==> src/acs_defs.svh <==
`ifndef ACS_DEFS_SVH
`define ACS_DEFS_SVH
// ----------------------------------------
// register byte offsets
// ----------------------------------------
`define ACS_MODE_OFS 8'h00
`define ACS_TRIG_OFS 8'h04
`define ACS_CHAN_OFS 8'h08
`define ACS_CTRL_OFS 8'h0C
`define ACS_STAT_OFS 8'h10
`define ACS_RES_OFS 8'h20
`define ACS_RES_END 8'h40
// ----------------------------------------
// field positions
// ----------------------------------------
`define ACS_EN_BIT 0
`define ACS_MODE_LSB 1
`define ACS_LEN_LSB 4
`define ACS_GRP_LSB 8
`define ACS_START_BIT 0
`define ACS_DONE_BIT 0
`define ACS_BUSY_BIT 1
`define ACS_SLOT_LSB 4
`define ACS_RES_LSB 4
// ----------------------------------------
// reset values
// ----------------------------------------
`define ACS_MODE_RST 12'h000
`define ACS_TRIG_RST 32'h0000_0000
`define ACS_CHAN_RST 32'h0000_0000
// ----------------------------------------
// timing counts
// ----------------------------------------
`define ACS_SOC_ACLK 3'h3
`define ACS_EOC_ACLK 3'h2
`define ACS_EOC_PCLK 3'h2
`define ACS_ACLK_DIV 8'h04
`endif

==> src/acs_pkg.sv <==
package acs_pkg;
    typedef enum logic [2:0] {
        ACS_IDLE,
        ACS_WAIT,
        ACS_DLY,
        ACS_CONV,
        ACS_FLAG
    } acs_state_t;

    typedef enum logic [1:0] {
        ACS_MODE_SINGLE,
        ACS_MODE_BURST,
        ACS_MODE_RSV2,
        ACS_MODE_RSV3
    } acs_mode_t;

    typedef enum logic [1:0] {
        ACS_GRP_SOFT,
        ACS_GRP_TIMER,
        ACS_GRP_PWM,
        ACS_GRP_RSV
    } acs_grp_t;
endpackage

==> src/acs_mem_if.sv <==
`timescale 1ns/10ps
`default_nettype none
interface acs_mem_if;
    logic wr_en;
    logic [2:0] wr_idx;
    logic [15:0] wr_data;
    logic rd_en;
    logic [2:0] rd_idx;
    logic [15:0] rd_data;
    modport ctrl (output wr_en, wr_idx, wr_data, rd_en, rd_idx, input rd_data);
    modport mem (input wr_en, wr_idx, wr_data, rd_en, rd_idx, output rd_data);
endinterface
`default_nettype wire

==> src/acs_result_mem.sv <==
`timescale 1ns/10ps
`default_nettype none
module acs_result_mem #(
    parameter int DEPTH = 8
) (
    // clock, reset, enable
    input wire logic clk_i,
    input wire logic rst_n_i,
    input wire logic ce_i,
    // access port
    acs_mem_if.mem port
);
    typedef struct packed {
        logic [DEPTH-1:0][15:0] word;
        logic [15:0] rd;
    } acs_mem_s_t;

    acs_mem_s_t q;
    acs_mem_s_t d;

    always_comb begin
        d = q;
        if (port.wr_en) begin
            d.word[port.wr_idx] = port.wr_data;
        end
        // read data comes from the old word on a same-cycle collision
        if (port.rd_en) begin
            d.rd = q.word[port.rd_idx];
        end
    end

    always_ff @(posedge clk_i or negedge rst_n_i) begin
        if (!rst_n_i) begin
            q <= '0;
        end else if (ce_i) begin
            q <= d;
        end
    end

    assign port.rd_data = q.rd;
endmodule
`default_nettype wire

==> src/acs_top.sv <==
`include "acs_defs.svh"
`timescale 1ns/10ps
`default_nettype none
module acs_top #(
    parameter logic [7:0] ACLK_DIV = `ACS_ACLK_DIV,
    parameter int SLOTS = 8
) (
    // clock, reset, enable
    input wire logic REF_CLK_I,
    input wire logic NRST_I,
    input wire logic CE_I,
    // axi4-lite write
    input wire logic [7:0] S_AXI_AWADDR_I,
    input wire logic S_AXI_AWVALID_I,
    output logic S_AXI_AWREADY_O,
    input wire logic [31:0] S_AXI_WDATA_I,
    input wire logic [3:0] S_AXI_WSTRB_I,
    input wire logic S_AXI_WVALID_I,
    output logic S_AXI_WREADY_O,
    output logic [1:0] S_AXI_BRESP_O,
    output logic S_AXI_BVALID_O,
    input wire logic S_AXI_BREADY_I,
    // axi4-lite read
    input wire logic [7:0] S_AXI_ARADDR_I,
    input wire logic S_AXI_ARVALID_I,
    output logic S_AXI_ARREADY_O,
    output logic [31:0] S_AXI_RDATA_O,
    output logic [1:0] S_AXI_RRESP_O,
    output logic S_AXI_RVALID_O,
    input wire logic S_AXI_RREADY_I,
    // hardware trigger events, same clock
    input wire logic [7:0] TIMER_TRIG_I,
    input wire logic [7:0] PWM_TRIG_I,
    // analog converter side
    output logic CONV_BEGIN_O,
    output logic [3:0] CONV_CHANNEL_O,
    input wire logic CONV_END_I,
    input wire logic [11:0] CONV_DATA_I,
    // status
    output logic CONV_DONE_O,
    output logic BUSY_O
);
    typedef struct packed {
        acs_pkg::acs_state_t st;
        logic en;
        acs_pkg::acs_mode_t mode;
        logic [2:0] len;
        acs_pkg::acs_grp_t grp;
        logic [31:0] trg;
        logic [31:0] chn;
        logic start;
        logic done;
        logic [2:0] slot;
        logic [7:0] div;
        logic [2:0] cnt;
        logic soc;
        logic [3:0] ch;
        logic [2:0] end_s;
        logic [11:0] dat_s0;
        logic [11:0] dat_s1;
        logic bvalid;
        logic [1:0] bresp;
        logic rpend;
        logic [7:0] raddr;
        logic rvalid;
        logic [1:0] rresp;
        logic [31:0] rdata;
    } acs_top_s_t;

    acs_top_s_t q;
    acs_top_s_t d;
    acs_mem_if mif ();

    acs_result_mem #(
        .DEPTH(SLOTS)
    ) u_mem (
        .clk_i(REF_CLK_I),
        .rst_n_i(NRST_I),
        .ce_i(CE_I),
        .port(mif.mem)
    );

    // ----------------------------------------
    // helpers
    // ----------------------------------------
    function automatic logic trig_hit(input acs_pkg::acs_grp_t grp, input logic [3:0] sel,
                                      input logic [7:0] tmr, input logic [7:0] pwm);
        logic hit;
        hit = 1'b0;
        if (sel[3] == 1'b0) begin
            if (grp == acs_pkg::ACS_GRP_TIMER) begin
                hit = tmr[sel[2:0]];
            end else if (grp == acs_pkg::ACS_GRP_PWM) begin
                hit = pwm[sel[2:0]];
            end
        end
        return hit;
    endfunction

    function automatic logic [31:0] merge(input logic [31:0] old, input logic [31:0] nw,
                                          input logic [3:0] strb);
        logic [31:0] m;
        m = {{8{strb[3]}}, {8{strb[2]}}, {8{strb[1]}}, {8{strb[0]}}};
        return (old & ~m) | (nw & m);
    endfunction

    logic tick;
    logic end_evt;
    logic burst_evt;
    logic slot_evt;
    logic wr_hs;
    logic rd_hs;
    logic [31:0] mode_word;
    logic [31:0] merged;

    assign tick = (q.div == ACLK_DIV - 8'h01);
    assign end_evt = q.end_s[1] & ~q.end_s[2];
    assign wr_hs = S_AXI_AWVALID_I & S_AXI_WVALID_I & ~q.bvalid;
    assign rd_hs = S_AXI_ARVALID_I & ~q.rpend & ~q.rvalid;
    assign mode_word = {20'h0_0000, 2'b00, q.grp, 1'b0, q.len, 1'b0, q.mode, q.en};
    // burst source: selected hardware event or the start bit
    assign burst_evt = q.start | trig_hit(q.grp, q.trg[3:0], TIMER_TRIG_I, PWM_TRIG_I);
    // sequential source: the current slot's own selector, start bit in software group
    assign slot_evt = (q.grp == acs_pkg::ACS_GRP_SOFT) ? q.start :
                      trig_hit(q.grp, q.trg[q.slot*4 +: 4], TIMER_TRIG_I, PWM_TRIG_I);

    always_comb begin
        d = q;
        merged = 32'h0000_0000;
        mif.wr_en = 1'b0;
        mif.wr_idx = q.slot;
        mif.wr_data = {q.dat_s1, 4'h0};
        mif.rd_en = 1'b0;
        mif.rd_idx = S_AXI_ARADDR_I[4:2];
        d.soc = 1'b0;
        // pin inputs pass two flops before use
        d.end_s = {q.end_s[1:0], CONV_END_I};
        d.dat_s0 = CONV_DATA_I;
        d.dat_s1 = q.dat_s0;
        d.div = tick ? 8'h00 : q.div + 8'h01;
        // ----------------------------------------
        // sequencer
        // ----------------------------------------
        case (q.st)
            acs_pkg::ACS_IDLE: begin
                d.slot = 3'h0;
                d.cnt = 3'h0;
                if (q.en) begin
                    if (q.mode == acs_pkg::ACS_MODE_BURST) begin
                        if (burst_evt) begin
                            d.st = acs_pkg::ACS_DLY;
                        end
                    end else if (q.mode == acs_pkg::ACS_MODE_SINGLE && q.start) begin
                        // nonzero length arms the sequential walk
                        d.st = (q.len != 3'h0) ? acs_pkg::ACS_WAIT : acs_pkg::ACS_DLY;
                    end
                end
            end
            acs_pkg::ACS_WAIT: begin
                d.cnt = 3'h0;
                if (slot_evt) begin
                    d.st = acs_pkg::ACS_DLY;
                end
            end
            acs_pkg::ACS_DLY: begin
                if (tick) begin
                    d.cnt = q.cnt + 3'h1;
                    if (q.cnt + 3'h1 == `ACS_SOC_ACLK) begin
                        d.soc = 1'b1;
                        d.ch = q.chn[q.slot*4 +: 4];
                        d.st = acs_pkg::ACS_CONV;
                    end
                end
            end
            acs_pkg::ACS_CONV: begin
                d.cnt = 3'h0;
                if (end_evt) begin
                    // result lands long before the flag
                    mif.wr_en = 1'b1;
                    d.st = acs_pkg::ACS_FLAG;
                end
            end
            acs_pkg::ACS_FLAG: begin
                if (q.cnt < `ACS_EOC_ACLK) begin
                    if (tick) begin
                        d.cnt = q.cnt + 3'h1;
                    end
                end else if (q.cnt < `ACS_EOC_ACLK + `ACS_EOC_PCLK - 3'h1) begin
                    d.cnt = q.cnt + 3'h1;
                end else begin
                    d.done = 1'b1;
                    d.cnt = 3'h0;
                    if (q.slot == q.len || q.mode != acs_pkg::ACS_MODE_BURST && q.len == 3'h0) begin
                        d.st = acs_pkg::ACS_IDLE;
                    end else begin
                        d.slot = q.slot + 3'h1;
                        d.st = (q.mode == acs_pkg::ACS_MODE_BURST) ? acs_pkg::ACS_DLY
                                                                 : acs_pkg::ACS_WAIT;
                    end
                end
            end
            default: begin
                d.st = acs_pkg::ACS_IDLE;
            end
        endcase
        // disabling the converter abandons any sequence in flight
        if (!q.en) begin
            d.st = acs_pkg::ACS_IDLE;
        end
        if (tick) begin
            d.start = 1'b0;
        end
        // ----------------------------------------
        // register writes
        // ----------------------------------------
        if (q.bvalid && S_AXI_BREADY_I) begin
            d.bvalid = 1'b0;
        end
        if (wr_hs) begin
            d.bvalid = 1'b1;
            d.bresp = 2'b00;
            case (S_AXI_AWADDR_I)
                `ACS_MODE_OFS: begin
                    merged = merge(mode_word, S_AXI_WDATA_I, S_AXI_WSTRB_I);
                    d.en = merged[`ACS_EN_BIT];
                    d.mode = acs_pkg::acs_mode_t'(merged[`ACS_MODE_LSB +: 2]);
                    d.len = merged[`ACS_LEN_LSB +: 3];
                    d.grp = acs_pkg::acs_grp_t'(merged[`ACS_GRP_LSB +: 2]);
                end
                `ACS_TRIG_OFS: begin
                    d.trg = merge(q.trg, S_AXI_WDATA_I, S_AXI_WSTRB_I);
                end
                `ACS_CHAN_OFS: begin
                    d.chn = merge(q.chn, S_AXI_WDATA_I, S_AXI_WSTRB_I);
                end
                `ACS_CTRL_OFS: begin
                    if (S_AXI_WSTRB_I[0] && S_AXI_WDATA_I[`ACS_START_BIT]) begin
                        d.start = 1'b1;
                    end
                end
                `ACS_STAT_OFS: begin
                    // a flag raised in this very cycle survives the clear
                    if (S_AXI_WSTRB_I[0] && S_AXI_WDATA_I[`ACS_DONE_BIT] && d.done == q.done) begin
                        d.done = 1'b0;
                    end
                end
                default: begin
                    d.bresp = 2'b10;
                end
            endcase
        end
        // ----------------------------------------
        // register reads, two cycles after address
        // ----------------------------------------
        if (q.rvalid && S_AXI_RREADY_I) begin
            d.rvalid = 1'b0;
        end
        if (rd_hs) begin
            d.rpend = 1'b1;
            d.raddr = S_AXI_ARADDR_I;
            mif.rd_en = 1'b1;
        end
        if (q.rpend) begin
            d.rpend = 1'b0;
            d.rvalid = 1'b1;
            d.rresp = 2'b00;
            d.rdata = 32'h0000_0000;
            if (q.raddr >= `ACS_RES_OFS && q.raddr < `ACS_RES_END && q.raddr[1:0] == 2'b00) begin
                d.rdata = {16'h0000, mif.rd_data};
            end else begin
                case (q.raddr)
                    `ACS_MODE_OFS: d.rdata = mode_word;
                    `ACS_TRIG_OFS: d.rdata = q.trg;
                    `ACS_CHAN_OFS: d.rdata = q.chn;
                    `ACS_CTRL_OFS: d.rdata = {31'h0000_0000, q.start};
                    `ACS_STAT_OFS: begin
                        d.rdata[`ACS_DONE_BIT] = q.done;
                        d.rdata[`ACS_BUSY_BIT] = (q.st != acs_pkg::ACS_IDLE);
                        d.rdata[`ACS_SLOT_LSB +: 3] = q.slot;
                    end
                    default: d.rresp = 2'b10;
                endcase
            end
        end
    end

    always_ff @(posedge REF_CLK_I or negedge NRST_I) begin
        if (!NRST_I) begin
            q <= '0;
            q.st <= acs_pkg::ACS_IDLE;
            q.trg <= `ACS_TRIG_RST;
            q.chn <= `ACS_CHAN_RST;
        end else if (CE_I) begin
            q <= d;
        end
    end

    // ----------------------------------------
    // outputs
    // ----------------------------------------
    assign S_AXI_AWREADY_O = wr_hs;
    assign S_AXI_WREADY_O = wr_hs;
    assign S_AXI_BRESP_O = q.bresp;
    assign S_AXI_BVALID_O = q.bvalid;
    assign S_AXI_ARREADY_O = ~q.rpend & ~q.rvalid;
    assign S_AXI_RDATA_O = q.rdata;
    assign S_AXI_RRESP_O = q.rresp;
    assign S_AXI_RVALID_O = q.rvalid;
    assign CONV_BEGIN_O = q.soc;
    assign CONV_CHANNEL_O = q.ch;
    assign CONV_DONE_O = q.done;
    assign BUSY_O = (q.st != acs_pkg::ACS_IDLE);
endmodule
`default_nettype wire

==> config.mk <==
export PLATFORM = sky130hd
export DESIGN_NAME = acs_top
export DESIGN_NICKNAME = d
export VERILOG_FILES = /design/src/acs_pkg.sv /design/src/acs_mem_if.sv /design/src/acs_result_mem.sv /design/src/acs_top.sv
export VERILOG_INCLUDE_DIRS = /design/src /design/src/src
export SDC_FILE = /design/constraint.sdc
export NUM_CORES = 1
export LEC_CHECK = 0
export ABC_AREA = 1
export BUFFER_PORTS_ARGS = -buffer_cell sky130_fd_sc_hd__buf_2
export CAP_MARGIN = 30
export CORE_ASPECT_RATIO = 2
export CORE_MARGIN = 2
export CORE_UTILIZATION = 50
export CTS_CLUSTER_DIAMETER = 100
export CTS_CLUSTER_SIZE = 30
export DETAILED_ROUTE_END_ITERATION = 12
export PLACE_DENSITY = 0.68
export SLEW_MARGIN = 20
export SYNTH_ARGS = -nofsm -noshare
export SYNTH_HDL_FRONTEND = slang
export SYNTH_SLANG_ARGS = --single-unit
==> constraint.sdc <==
create_clock -name REF_CLK_I -period 2.2 [get_ports REF_CLK_I]
set_input_delay 0.22 -clock REF_CLK_I [delete_from_list [all_inputs] [get_ports REF_CLK_I]]
set_output_delay 0.22 -clock REF_CLK_I [all_outputs]
set_load 0.02 [all_outputs]
==> results.md <==
* Post-synthesis sequential area ratio at ~52%
* Area leader, netlist: dfrtp_1
* Period utilization at approximately 96%
* Wirelength per Cell at 18.6 um
* Non-Filler Instances at roughly 2100
* Sink Count at 276
* Worst-margin pin slew at approximately 540 ps
* Initial Utilization at 50.7%
* Peak supply drop at between 700 and 800 uV
* # fillers at between 2000 and 2500
* Nets at 1891
* Max Root-Sink Buffers at 3
* Placed instance count at 2084
* Pwr/cell area at between 600 and 700 nW/um2
* Crit path kind: flop to flop
* Endpoint class of the critical path: flop
* Grt total ovfl at 0
* CTS tree: done
* Status: completed
* Startpoint types: flop
* Top Ports at 137
* Hold path startpoint: S_AXI_WDATA_I[12]
* Syn. warnings at 0
* Crit-path most repeated cell: nand2_1
* Post-synth EDFFs at 0
* Max-slew violations at 0
* Synth top area cells: dfrtp_1, nand2_1, o21ai_0
* WHS Path Cells at 3
* All-Layer GR Usage at between 20% and 30%
* First-pass iteration count of the detailed router at 5
* ANT nets after route at 0
* Primary FF master, synth: dfrtp_1
* Area grow syn2layout at 14.4%
* Die ar. at ~28000 um2
* N_diodes at 0
* Total negative slack at 0 ps
* Worst EP required at 2610 ps
* Largest net degree at the start of global routing at 75
* Period minus WS final at about 2100 ps
* RSZ-0062 raised after global routing: yes
* Hold Path Class: primary input to flop
* Critical path arrival at 2510 ps
* Vias/cell at around 5.4
* DR DRC count at 0
* Dpl hpwl at slightly below 30000 um
* Setup Skew at 44.0 ps
* R2R Setup Slk at ~96 ps
* Synth Register Bits at about 280
* Die span in y at 234 um
* Num CTS Buffers at 13
* Finish-stage setup viols at 0
* Initial antenna violation count at 0
* Area share of the leading cell type in the synthesized netlist at 52.1%
* Final Hold Viols at 0
* Max transition margin at 63.8%
* Yosys cell types at 48
* Post-synthesis cell count at approximately 1700
* CP max FO at 8
* Static Leakage at 7.37 nW
* Row Count at 84
* Routability cong. at 0.918
* Root Buffer: clkbuf_16
* CP max stage delay at ~470 ps
* Detailed Route Iter0 Violations at roughly 760
* Clk Latency, worst-skew pair at a little over 500 ps
* Drt total wl at between 30000 and 40000 um
* Number of max-cap violations at 0
* Synthesized area per cell at between 8 and 9 um2
* Critical R2R Capture: q[168]$_DFFE_PN0P_
* Post-route design area at 15200 um2
* Placed cell area at 14300 um2
* Mapped cell area at 13300 um2
* Port-buffer cells at approximately 130
* Worst path cell trace: clkinv_4 -> buf_4 -> nand2_1 -> nand3_2 -> nand2_4 -> nor2_4 -> nand2_1 -> nand3_1 -> nand3_1 -> nand3b_1 -> nand3_1 -> nand2_1 -> nand2_1 -> nand2_2 -> nand2_2 -> nand2_1 -> nand2_1
* Fraction of layout instances using a drive strength above 1 at 14.7%
* Overall Power at 0.00991 W
* DR vias at around 12000
* Vias in the first global route at around 11000
* Worst hold slack at approximately 11 ps
* Die X at around 120 um
* Worst-path clk slew at about 120 ps
* H-tree levels at 1
* Post-synth ARST share at 100%
* RR Startpoint: mif.wr_idx[0]$_DFFE_PN0P_
* R2R cell count at 17
* Slowest cell on the critical path: dfrtp_2
* Core area at about 26000 um2
* Fmax at approximately 480 MHz
* First-pass GRT wire length at ~61000 um
-- power by group --
part	internal [W]	total [W]	switching, W	leakage [nW]
clock network	0.00110	0.00273	0.00163	0.172
logic	0.000530	0.00155	0.00102	3.45
registers	0.00539	0.00563	0.000250	3.75
total	0.00702	0.00991	0.00289	7.37
-- repair_timing --
action                                  in CTS  in global routing
resized for setup                            0                 30
buffers inserted                             0                  2
endpoints found under the setup margin       0                 10
endpoints found under the hold margin      275                  0
hold buffers                                40                  0
-- per-layer routing --
layer | up-vias | track usage, % | part of all wire (%)
met1 | 5525 | 30.5 | 36
met2 | 352 | 52.3 | 52
met5 | - | 0 | 0
li1 | 5593 | - | -
met3 | 142 | 1.85 | 3.3
met4 | 0 | 22.1 | 8.7
-- worst max-delay path, delay by kind of cell, from the launching register on --
family                 cells  cell delay [ps]
and+or+nand+nor           15             1290
buffers and inverters      2              240
DFF                        1              470
-- cell usage after synthesis (2+ instances only) --
library cell  count
a21oi_1          29
a221oi_1         12
a22oi_1           2
a41oi_1           2
buf_1             3
buf_2             6
buf_4            41
buf_6             5
clkbuf_1         57
dfrtp_1         276
ha_1              4
inv_1           149
inv_2             7
nand2_1         500
nand2_2           7
nand3_1          64
nand3_2           2
nor2_1          101
nor2_2            4
nor2_4            4
nor3_1           10
nor3_2            2
nor4_1            3
nor4_4            2
o2111ai_1         3
o211ai_1          7
o21ai_0         281
o21ai_1           9
o22ai_1          34
o41ai_1           2
xnor2_1           6
xor2_1            3
-- worst max path at each step --
| stage | startpoint | to | slack, ps | cells after the start |
|---|---|---|---|---|
| after CTS | mif.wr_idx[2]$_DFFE_PN0P_ | q[168]$_DFFE_PN0P_ | 10 | 17 |
| after detailed placement | mif.wr_idx[2]$_DFFE_PN0P_ | q[168]$_DFFE_PN0P_ | 40 | 17 |
| after global placement | mif.wr_idx[2]$_DFFE_PN0P_ | q[169]$_DFFE_PN0P_ | 100 | 17 |
| final | mif.wr_idx[0]$_DFFE_PN0P_ | q[168]$_DFFE_PN0P_ | 100 | 17 |
| after floorplan | S_AXI_BVALID_O$_DFFE_PN0P_ | flop | 150 | 8 |
| after global routing | mif.wr_idx[0]$_DFFE_PN0P_ | q[169]$_DFFE_PN0P_ | -30 | 19 |
-- through the flow --
step	util, %	setup WS [ps]
2_1_floorplan	-	153
3_3_place_gp	54.6	102
3_5_place_dp	54.6	41.2
4_1_cts	57.5	14.9
5_1_grt	58.0	-28.4
6_report	58.0	96.0
-- final cells by class --
class,count,area (um2),share of cell area (%)
sequential,276,6910,45.5
multi-input combinational,1109,5220,34.4
timing repair buffer,241,1670,11.0
inverter,157,594,3.92
tap,344,430,2.84
clock buffer,13,325,2.14
clock inverter,1,30.0,0.198
-- layout by cell type (no fill, tap or decap), types with 34 or more instances in the layout --
cell,count
dfrtp_1,273
buf_2,133
inv_1,148
o22ai_1,34
o21ai_0,281
nand2_1,495
nor2_1,100
nand3_1,59
buf_4,59
dlygate4sd3_1,40
-- cells by family after synthesis --
group	count (synthesis)	synth area share, %
compound gates	390	16.0
simple gates	703	21.7
other cells	1	0.0283
fa+ha+maj	4	0.377
xor+xnor	9	0.594
mux	1	0.0849
flops	276	52.1
buf+inv	269	9.11
Note: power is estimated with default switching activity, not from simulation.
